$ cat src/irq_enable_pkg.sv
/*
  Constants, types and register map shared by the interrupt-enable execution block.
  Assumes a single AHB-Lite master and one 125 MHz core clock.
*/
// Notes on behaviour
// [RL1] Disable op clears enable bit, blocks acceptance
// [RL2] Disable is AND with inverted constant eight
// [RL3] Disable keeps negative, zero, carry, overflow flags
// [RL4] Disable keeps oscillator-off and core-halt bits
// [RL5] Enable op sets enable bit, permits acceptance
// [RL6] Enable is OR of constant eight
// [RL7] Software places disable one instruction early
// [RL8] Enable touches only the enable bit
// [RL9] Instruction after enable runs before acceptance
package irq_enable_pkg;

  // ****************************************
  // Status register layout
  // ****************************************
  localparam int SR_W = 16;
  localparam logic [SR_W-1:0] GIE_CONST = 16'h0008;
  localparam logic [SR_W-1:0] SR_RESET = 16'h0000;
  localparam int CARRY_POS = 0;
  localparam int ZERO_POS = 1;
  localparam int NEG_POS = 2;
  localparam int GIE_POS = 3;
  localparam int CORE_HALT_POS = 4;
  localparam int OSC_OFF_POS = 5;
  localparam int OVERFLOW_POS = 8;

  // ****************************************
  // Register map, byte addresses
  // ****************************************
  localparam int ADDR_W = 8;
  localparam logic [ADDR_W-1:0] STATUS_OFS = 8'h00;
  localparam logic [ADDR_W-1:0] INSTR_OFS = 8'h04;
  localparam logic [ADDR_W-1:0] EXEC_COUNT_OFS = 8'h08;
  localparam logic [ADDR_W-1:0] IRQ_STATE_OFS = 8'h0C;
  localparam logic [ADDR_W-1:0] ACCEPT_COUNT_OFS = 8'h10;
  localparam int IRQ_STATE_GIE = 0;
  localparam int IRQ_STATE_SHADOW = 1;
  localparam int IRQ_STATE_REQUEST = 2;
  localparam int IRQ_STATE_ALLOWED = 3;

  // ****************************************
  // Bus encodings
  // ****************************************
  localparam logic [2:0] HSIZE_WORD = 3'h2;
  localparam logic HRESP_OKAY = 1'b0;
  localparam logic [31:0] WORD_ZERO = 32'h0000_0000;
  localparam logic [31:0] COUNT_ONE = 32'h0000_0001;

  // ****************************************
  // Instruction word
  // ****************************************
  typedef enum logic [2:0] {
    OP_NO_OPERATION = 3'b000,
    OP_DISABLE_INTERRUPTS = 3'b001,
    OP_ENABLE_INTERRUPTS = 3'b010,
    OP_BIT_CLEAR = 3'b011,
    OP_BIT_SET = 3'b100
  } op_t;

  typedef struct packed {
    logic [SR_W-1:0] operand;
    logic [12:0] reserved;
    logic [2:0] op;
  } instr_t;

  typedef struct packed {
    logic valid;
    logic write;
    logic [ADDR_W-1:0] addr;
  } addr_phase_t;

endpackage

$ cat src/irq_enable_core.sv
/*
  Execution logic for the interrupt enable/disable instructions with an AHB-Lite
  slave giving software the status register, an instruction issue port and counters.
  Assumes a single master, word transfers only, and clk_in at 125 MHz.
*/
`timescale 1ns/1ps
module irq_enable_core (
  input wire logic clk_in,
  input wire logic nrst_in,
  input wire logic ce_in,
  input wire logic hsel_in,
  input wire logic [31:0] haddr_in,
  input wire logic [1:0] htrans_in,
  input wire logic hwrite_in,
  input wire logic [2:0] hsize_in,
  input wire logic [31:0] hwdata_in,
  input wire logic hready_in,
  output logic hreadyout_out,
  output logic hresp_out,
  output logic [31:0] hrdata_out,
  input wire logic irq_request_in,
  output logic irq_accept_out,
  output logic irq_enable_out,
  output logic [15:0] status_register_out
);

  // ****************************************
  // Helpers
  // ****************************************
  function automatic logic [irq_enable_pkg::SR_W-1:0] execute(
    input logic [irq_enable_pkg::SR_W-1:0] sr,
    input irq_enable_pkg::instr_t ins
  );
    logic [irq_enable_pkg::SR_W-1:0] result;
    result = sr;
    unique case (ins.op)
      irq_enable_pkg::OP_DISABLE_INTERRUPTS: begin
        // Only the enable bit is in the mask, so flags and mode bits survive
        result = (~irq_enable_pkg::GIE_CONST) & sr; // RL1 RL2 RL3 RL4
      end
      irq_enable_pkg::OP_ENABLE_INTERRUPTS: begin
        result = irq_enable_pkg::GIE_CONST | sr; // RL5 RL6 RL8
      end
      irq_enable_pkg::OP_BIT_CLEAR: begin
        result = (~ins.operand) & sr;
      end
      irq_enable_pkg::OP_BIT_SET: begin
        result = ins.operand | sr;
      end
      irq_enable_pkg::OP_NO_OPERATION: begin
        result = sr;
      end
      default: begin
        // Undefined op codes behave as no operation
        result = sr;
      end
    endcase
    return result;
  endfunction

  function automatic logic is_enable_op(input irq_enable_pkg::instr_t ins);
    return ins.op == irq_enable_pkg::OP_ENABLE_INTERRUPTS;
  endfunction

  // ****************************************
  // State
  // ****************************************
  irq_enable_pkg::addr_phase_t data_phase;
  irq_enable_pkg::addr_phase_t next_data_phase;
  logic [irq_enable_pkg::SR_W-1:0] status_register;
  logic [irq_enable_pkg::SR_W-1:0] next_status_register;
  logic enable_shadow;
  logic next_enable_shadow;
  logic irq_accept;
  logic next_irq_accept;
  logic [31:0] last_instr;
  logic [31:0] next_last_instr;
  logic [31:0] exec_count;
  logic [31:0] next_exec_count;
  logic [31:0] accept_count;
  logic [31:0] next_accept_count;
  logic [31:0] read_data;
  logic [31:0] next_read_data;

  logic addr_take;
  logic data_write;
  logic issue;
  irq_enable_pkg::instr_t issued;
  logic [irq_enable_pkg::SR_W-1:0] executed_sr;
  logic [31:0] irq_state_word;

  // ****************************************
  // Bus slave
  // ****************************************
  // A frozen clock enable stretches the data phase so no transfer is lost
  assign hreadyout_out = ce_in;
  assign hresp_out = irq_enable_pkg::HRESP_OKAY;
  assign hrdata_out = read_data;

  assign addr_take = hsel_in && htrans_in[1] && hready_in &&
                     (hsize_in == irq_enable_pkg::HSIZE_WORD);
  assign data_write = data_phase.valid && data_phase.write;
  assign issue = data_write && (data_phase.addr == irq_enable_pkg::INSTR_OFS);
  assign issued = irq_enable_pkg::instr_t'(hwdata_in);
  assign executed_sr = execute(status_register, issued);

  always_comb begin
    irq_state_word = irq_enable_pkg::WORD_ZERO;
    irq_state_word[irq_enable_pkg::IRQ_STATE_GIE] = status_register[irq_enable_pkg::GIE_POS];
    irq_state_word[irq_enable_pkg::IRQ_STATE_SHADOW] = enable_shadow;
    irq_state_word[irq_enable_pkg::IRQ_STATE_REQUEST] = irq_request_in;
    irq_state_word[irq_enable_pkg::IRQ_STATE_ALLOWED] = irq_enable_out;
  end

  always_comb begin
    next_data_phase = data_phase;
    next_read_data = read_data;
    if (hready_in) begin
      next_data_phase.valid = addr_take;
      next_data_phase.write = hwrite_in;
      next_data_phase.addr = haddr_in[irq_enable_pkg::ADDR_W-1:0];
      // Read data is prepared in the address phase so it stands in a zero-wait data phase
      next_read_data = irq_enable_pkg::WORD_ZERO;
      if (addr_take && !hwrite_in) begin
        unique case (haddr_in[irq_enable_pkg::ADDR_W-1:0])
          irq_enable_pkg::STATUS_OFS: begin
            next_read_data = {16'h0000, next_status_register};
          end
          irq_enable_pkg::INSTR_OFS: begin
            next_read_data = next_last_instr;
          end
          irq_enable_pkg::EXEC_COUNT_OFS: begin
            next_read_data = next_exec_count;
          end
          irq_enable_pkg::IRQ_STATE_OFS: begin
            next_read_data = irq_state_word;
          end
          irq_enable_pkg::ACCEPT_COUNT_OFS: begin
            next_read_data = next_accept_count;
          end
          default: begin
            next_read_data = irq_enable_pkg::WORD_ZERO;
          end
        endcase
      end
    end
  end

  // ****************************************
  // Execution and acceptance
  // ****************************************
  always_comb begin
    next_status_register = status_register;
    next_enable_shadow = enable_shadow;
    next_irq_accept = 1'b0;
    next_last_instr = last_instr;
    next_exec_count = exec_count;
    next_accept_count = accept_count;
    if (data_write && (data_phase.addr == irq_enable_pkg::STATUS_OFS)) begin
      next_status_register = hwdata_in[irq_enable_pkg::SR_W-1:0];
    end
    if (issue) begin
      next_status_register = executed_sr;
      next_last_instr = hwdata_in;
      next_exec_count = exec_count + irq_enable_pkg::COUNT_ONE;
      // An enable opens a one-instruction window in which nothing is accepted
      next_enable_shadow = is_enable_op(issued); // RL9
      // Acceptance is judged at instruction boundaries on the new enable bit
      next_irq_accept = irq_request_in && executed_sr[irq_enable_pkg::GIE_POS] &&
                        !is_enable_op(issued); // RL1 RL9
      if (next_irq_accept) begin
        next_accept_count = accept_count + irq_enable_pkg::COUNT_ONE;
      end
    end
  end

  assign irq_accept_out = irq_accept;
  assign irq_enable_out = status_register[irq_enable_pkg::GIE_POS] && !enable_shadow; // RL9
  assign status_register_out = status_register;

  // ****************************************
  // Registers
  // ****************************************
  always_ff @(posedge clk_in) begin
    if (!nrst_in) begin
      data_phase <= '0;
      read_data <= irq_enable_pkg::WORD_ZERO;
      status_register <= irq_enable_pkg::SR_RESET;
      enable_shadow <= 1'b0;
      irq_accept <= 1'b0;
      last_instr <= irq_enable_pkg::WORD_ZERO;
      exec_count <= irq_enable_pkg::WORD_ZERO;
      accept_count <= irq_enable_pkg::WORD_ZERO;
    end else if (ce_in) begin
      data_phase <= next_data_phase;
      read_data <= next_read_data;
      status_register <= next_status_register;
      enable_shadow <= next_enable_shadow;
      irq_accept <= next_irq_accept;
      last_instr <= next_last_instr;
      exec_count <= next_exec_count;
      accept_count <= next_accept_count;
    end
  end

endmodule

$ cat config.mk
export PLATFORM = sky130hd
export DESIGN_NAME = irq_enable_core
export DESIGN_NICKNAME = d
export VERILOG_FILES = /design/src/irq_enable_pkg.sv /design/src/irq_enable_core.sv
export SDC_FILE = /design/constraint.sdc
export NUM_CORES = 1
export LEC_CHECK = 0
export ABC_CLOCK_PERIOD_IN_PS = 2500
export BUFFER_PORTS_ARGS = -buffer_cell sky130_fd_sc_hd__clkbuf_2
export CORE_UTILIZATION = 45
export DETAILED_ROUTE_END_ITERATION = 6
export PLACE_DENSITY = 0.68
export SYNTH_ARGS = -nofsm -noshare
export SYNTH_HDL_FRONTEND = slang
export SYNTH_SLANG_ARGS = --single-unit
$ cat constraint.sdc
create_clock -name clk_in -period 2.5 [get_ports clk_in]
set_clock_uncertainty 0.2 [all_clocks]
set_input_delay 0.125 -clock clk_in [delete_from_list [all_inputs] [get_ports clk_in]]
set_output_delay 0.125 -clock clk_in [all_outputs]
set_load 0.02 [all_outputs]
==> results.sh, run 1 <==
export IMPL_status="finished, violations left"
export IMPL_violations="setup timing"
export IMPL_dpl_cell_count=1606
export IMPL_cts_clk_slew_worst_paths_ps=70
export IMPL_wire_per_inst_um=19.2
export IMPL_drt_pass1_iterations=5
export IMPL_worstRegToRegCells=7
export IMPL_worst_pin_slew_ps=832
export IMPL_hp_class="in2reg"
export IMPL_grt_overflow_total=0
export IMPL_syn_num_nets=1291
export IMPL_synthXorXnorAreaFrac=0.0993
export IMPL_cts_tree="built"
export IMPL_final_setup_tns_ps=-34.9
export IMPL_drive_gt1_frac=0.218
export IMPL_n_antenna_cell=0
export IMPL_antenna_found_initial=0
export IMPL_layout_common_cells="nand2_1 (205), dfxtp_1 (154), nor2_1 (106)"
export IMPL_holdPathStages=5
export IMPL_syn_inst=1213
export IMPL_wl_met2_um=14500
export IMPL_drv_slew=0
export IMPL_path_max_fanout=15
export IMPL_grt_max_degree=126
export IMPL_vdd_drop_max_v=0.000473
export IMPL_drc_errors=0
export IMPL_area_growth_pct=31.9
export IMPL_arrival_ps=2680
export IMPL_path_cells="or4_4 -> nor3_2 -> buf_4 -> nor2_1 -> a211oi_1 -> a21oi_1 -> a21oi_1"
export IMPL_ys_seq_elements=156
export IMPL_rsz0062_at_grt="true"
export IMPL_cp_slowest_cell="or4_4"
export IMPL_synth_ff_type="dfxtp_1"
export IMPL_avgViaCountPerCell=5.89
export IMPL_timing_critical_path_from="data_phase[6]$_SDFFE_PN0P_"
export IMPL_reg2reg_from="data_phase[6]$_SDFFE_PN0P_"
export IMPL_post_synth_num_cell_types=65
export IMPL_fin_ws_ps=-18.8
export IMPL_syn_area_um2=9080
export IMPL_yosys_warnings=0
export IMPL_gp_congestion=0.904
export IMPL_routed_wirelength_um=32500
export IMPL_io_buffer_count=101
export IMPL_worst_setup_path_end_kind="register"
export IMPL_wl_met3_um=2730
export IMPL_via_count=9977
export IMPL_cp_common_cell="a21oi_1"
export IMPL_cts_buffer_depth=2
export IMPL_htreeDepth=4
export IMPL_coreArea_um2=19700
export IMPL_drv_cap=0
export IMPL_synth_simple_area_share=0.295
export IMPL_die_x_um=144
export IMPL_fp_row_count=51
export IMPL_dp_hpwl_um=23000
export IMPL_antenna_left=0
export IMPL_hold_violations=0
export IMPL_critPathLaunchType="register"
export IMPL_synthMuxAreaShare=0.0222
export IMPL_final_cells=1694
export IMPL_drt_iter0_markers=1031
export IMPL_die_area_um2=20800
export IMPL_initial_utilization=0.462
export IMPL_grt_pass1_wl_um=48600
export IMPL_io_pins=128
export IMPL_p_leak_nw=4.40
export IMPL_mostFrequentLayoutCell="nand2_1"
export IMPL_routedLengthMet1_um=13800
export IMPL_synth_compound_area_frac=0.188
export IMPL_clkSinkCount=156
export IMPL_nets=1494
export IMPL_min_delay_start="hready_in"
export IMPL_numCtsBuffers=17
export IMPL_period_minus_slack_ps=2520
export IMPL_critPathKind="reg2reg"
export IMPL_final_period_utilization=1.01
export IMPL_worst_ep_required_time_ps=2670
export IMPL_cts_root_buf="clkbuf_16"
export IMPL_grt_total_usage=0.312
export IMPL_hold_ws_ps=76.6
export IMPL_highest_layer="met4"
export IMPL_fmax_mhz=397
export IMPL_slew_headroom=0.443
export IMPL_ys_seq_area_frac=0.344
export IMPL_synth_fa_ha_area_frac=0.00275
export IMPL_synth_top_family_by_area="simple AND/OR/NAND/NOR gates"
export IMPL_slowest_delay_ps=590
export IMPL_synthArstFlopShare=0
export IMPL_grt_pass1_vias=8852
export IMPL_cellPowerDensity_nw_per_um2=487
export IMPL_synth_edf_count=0
export IMPL_finalSetupViolCount=2
export IMPL_clock_latency_ps=440
export IMPL_die_h_um=144
export IMPL_avgSynthCellArea_um2=7.49
cells in the mapped netlist (21+ instances only):
cell / n / share of area
a211oi_1: 28 / 0.023
a21oi_1: 106 / 0.058
and2_1: 21 / 0.014
and3_1: 21 / 0.014
buf_2: 22 / 0.012
clkbuf_1: 56 / 0.023
dfxtp_1: 156 / 0.34
nand2_1: 205 / 0.085
nand3_1: 58 / 0.032
nand4_1: 32 / 0.022
nor2_1: 108 / 0.045
nor4_1: 21 / 0.014
o21ai_0: 54 / 0.030
xnor2_1: 48 / 0.046
xor2_1: 55 / 0.053
layer usage:
| metal | track usage | vias up |
|---|---|---|
| met5 | 0 | - |
| met4 | 0.155 | 0 |
| met3 | 0.0407 | 90 |
| met2 | 0.489 | 532 |
| met1 | 0.419 | 4658 |
| li1 | - | 4697 |
logic make-up (layout without fill, tap and decap cells):
kind of cell | count (synthesis) | count (layout)
AOI/OAI and AO/OA | 277 | 277
muxes | 20 | 20
buffers and inverters | 105 | 321
adders and majority gates | 2 | 2
DFF | 156 | 156
and+or+nand+nor | 549 | 549
xor gates and xnor gates | 103 | 103
other | 1 | 1
per-stage QoR:
stage / util / power (mW) / area (um^2) / setup slack (ps)
6_report: 0.610 / 5.83 / 12000 / -18.8
3_5_place_dp: 0.535 / 2.85 / 10500 / -26.4
2_1_floorplan: - / 2.70 / 9080 / 147
4_1_cts: 0.593 / 5.83 / 11600 / -0.576
5_1_grt: 0.610 / 5.98 / 12000 / -89.2
3_3_place_gp: 0.535 / 2.85 / 10500 / -15.8
critical path, delay by kind of cell (launching register included):
| kind | cells | cell delay (ps) |
|---|---|---|
| AND/OR/NAND/NOR | 3 | 900 |
| AO/OA/AOI/OAI | 3 | 740 |
| flip-flops | 1 | 330 |
| buffers and inverters | 1 | 280 |
repair_timing:
action | 4_1_cts | 5_1_grt
hold buffers | 46 | 0
setup buffers | 0 | 7
endpoints found under the setup margin | 6 | 45
gates cloned | 0 | 3
pin swaps | 0 | 26
gates resized for setup | 4 | 63
endpoints found under the hold margin | 64 | 0
where the power goes:
part | internal [mW] | switching, mW | leakage [nW]
clock network | 1.79 | 1.17 | 0.313
registers | 2.49 | 0.00942 | 1.26
logic | 0.148 | 0.222 | 2.83
total | 4.43 | 1.40 | 4.40
flip-flops by register name, indices dropped and copies added, names as in the netlist:
register and cells:
accept_count 32, exec_count 32, hrdata_out 32, last_instr 32, status_register_out 16, data_phase 10
enable_shadow 1, irq_accept_out 1
area by class of cell:
| cell class | instances | area [um^2] |
|---|---|---|
| timing repair buffer | 271 | 2070 |
| sequential | 156 | 3130 |
| clock buffer | 17 | 425 |
| fill | 1748 | 7670 |
| inverter | 18 | 68.8 |
| tap | 265 | 332 |
| multi-input combinational | 952 | 5730 |
| clock inverter | 15 | 236 |
final timing paths:
path                            slack, ps                         end
worst max-delay path                  -20  hrdata_out[0]$_SDFFE_PN0P_
worst min-delay path                   80  data_phase[6]$_SDFFE_PN0P_
worst max register to register        -20  hrdata_out[0]$_SDFFE_PN0P_
worst min register to register        260  last_instr[2]$_SDFFE_PN0P_
Power figures use the tool's default switching activity.
==> run 2, diff against run 1 <==
--- a/config.mk
+++ b/config.mk
@@ -7,9 +7,8 @@
 export LEC_CHECK = 0
 export ABC_CLOCK_PERIOD_IN_PS = 2500
 export BUFFER_PORTS_ARGS = -buffer_cell sky130_fd_sc_hd__clkbuf_2
-export CORE_UTILIZATION = 45
+export CORE_UTILIZATION = 25
 export DETAILED_ROUTE_END_ITERATION = 6
-export PLACE_DENSITY = 0.68
 export SYNTH_ARGS = -nofsm -noshare
 export SYNTH_HDL_FRONTEND = slang
 export SYNTH_SLANG_ARGS = --single-unit
==> results.sh, run 2 (synthesis gave the netlist of run 1 again) <==
export IMPL_finalSetupViolCount=0
export IMPL_hp_class="in2reg"
export IMPL_r2r_slack_ps=60
export IMPL_cts_clk_slew_worst_paths_ps=70
export IMPL_grt_max_degree=126
export IMPL_hold_violations=0
export IMPL_final_period_utilization=0.985
export IMPL_holdPathStages=4
export IMPL_worstRegToRegCells=8
export IMPL_drt_iter0_markers=904
export IMPL_die_x_um=193
export IMPL_fp_row_count=69
export IMPL_place_worst_setup_slack_ps=-99.2
export IMPL_slew_headroom=0.600
export IMPL_worst_pin_slew_ps=601
export IMPL_numCtsBuffers=17
export IMPL_fin_area_um2=12400
export IMPL_die_area_um2=37100
export IMPL_cts_tree="built"
export IMPL_hold_ws_ps=24.5
export IMPL_drive_gt1_frac=0.231
export IMPL_reg2reg_from="data_phase[6]$_SDFFE_PN0P_"
export IMPL_path_max_fanout=3
export IMPL_die_h_um=193
export IMPL_post_route_util=0.347
export IMPL_wire_per_inst_um=18.5
export IMPL_p_sw_mw=1.37
export IMPL_dpl_instance_area_um2=11000
export IMPL_cts_buffer_depth=2
export IMPL_internal_power_mw=4.63
export IMPL_min_delay_start="hwdata_in[1]"
export IMPL_coreArea_um2=35700
export IMPL_cts_root_buf="clkbuf_16"
export IMPL_htreeDepth=4
export IMPL_final_setup_tns_ps=0
export IMPL_via_count=9886
export IMPL_critPathKind="in2reg"
export IMPL_fin_ws_ps=38.0
export IMPL_sw_frac_of_total=0.229
export IMPL_clock_power_share=0.520
export IMPL_min_to="last_instr[1]$_SDFFE_PN0P_"
export IMPL_clkSinkCount=156
export IMPL_n_antenna_cell=0
export IMPL_cellPowerDensity_nw_per_um2=486
export IMPL_clock_latency_ps=440
export IMPL_gp_congestion=0.894
export IMPL_avgViaCountPerCell=5.17
export IMPL_dp_hpwl_um=26000
export IMPL_vdd_drop_max_v=0.000316
export IMPL_arrival_ps=2620
export IMPL_antenna_found_initial=0
export IMPL_drt_pass1_iterations=7
export IMPL_p_leak_nw=4.55
export IMPL_period_minus_slack_ps=2460
export IMPL_grt_overflow_total=0
export IMPL_initial_utilization=0.255
export IMPL_drv_cap=0
export IMPL_mostFrequentLayoutCell="nand2_1"
export IMPL_io_pins=128
export IMPL_seq_power_share=0.416
export IMPL_drc_errors=24
export IMPL_r2r_end="hrdata_out[19]$_SDFFE_PN0P_"
export IMPL_grt_pass1_wl_um=52300
export IMPL_routed_wirelength_um=35300
export IMPL_status="finished, violations left"
export IMPL_timing_critical_path_from="haddr_in[5]"
export IMPL_p_comb_frac=0.064
export IMPL_rsz0062_at_grt="true"
export IMPL_nets=1518
export IMPL_drv_slew=0
export IMPL_antenna_left=0
export IMPL_critPathLaunchType="input port"
export IMPL_grt_pass1_vias=9127
export IMPL_area_growth_pct=36.1
export IMPL_worst_setup_path_end_kind="register"
export IMPL_violations="DRC"
export IMPL_grt_total_usage=0.187
export IMPL_worst_ep_required_time_ps=2660
export IMPL_io_buffer_count=101
export IMPL_fmax_mhz=406
export IMPL_layout_common_cells="nand2_1 (205), dfxtp_1 (153), buf_4 (138)"
==> run 2: timing repair <==
item / 4_1_cts / 5_1_grt
gates cloned: 0 / 2
setup endpoints to repair: 8 / 56
hold endpoints to repair: 46 / 0
hold buffers: 41 / 0
buffers inserted: 1 / 9
pin swaps: 1 / 16
resized for setup: 8 / 38
==> run 2: per-stage QoR <==
step	total power, mW	std cells
floorplan	2.70	1213
detailed placement	2.87	1829
global placement	2.87	1829
global route	6.15	1914
finish	6.00	1914
CTS	6.02	1903
==> run 2: how the worst max path moves through the flow <==
stage | end | slack [ps]
floorplan | hrdata_out[20]$_SDFFE_PN0P_ | 150
global placement | hrdata_out[11]$_SDFFE_PN0P_ | -60
detailed placement | hrdata_out[11]$_SDFFE_PN0P_ | -100
CTS | hrdata_out[31]$_SDFFE_PN0P_ | 4
global route | hrdata_out[13]$_SDFFE_PN0P_ | -20
finish | hrdata_out[6]$_SDFFE_PN0P_ | 40
==> run 2: area by class of cell <==
cell class | count | area, um^2
clock buffer | 18 | 429
multi-input combinational | 952 | 5700
timing repair buffer | 295 | 2200
fill | 3735 | 23300
sequential | 156 | 3130
clock inverter | 14 | 265
inverter | 18 | 68.8
tap | 461 | 577
==> run 2: layer usage <==
layer	track usage	wire length, um
met3	0.0351	2640
met4	0.0893	1320
met1	0.246	15300
met5	0	0
met2	0.292	16100
==> run 2: power by group through the flow <==
stage	Clock, mW	Sequential (mW)	Combinational (mW)
after global placement	0	2.55	0.316
after detailed placement	0	2.56	0.319
final	3.12	2.50	0.382
after global routing	3.25	2.50	0.405
after floorplan	0	2.55	0.147
after CTS	3.15	2.50	0.371
==> run 2: critical path, cell delays in order <==
cell and delay, ps:
dlygate4sd3_1 540, clkbuf_2 130, or4_1 440, or4_4 550
buf_4 160, o211ai_1 320, a221oi_2 60, buf_4 160
o21ai_0 140
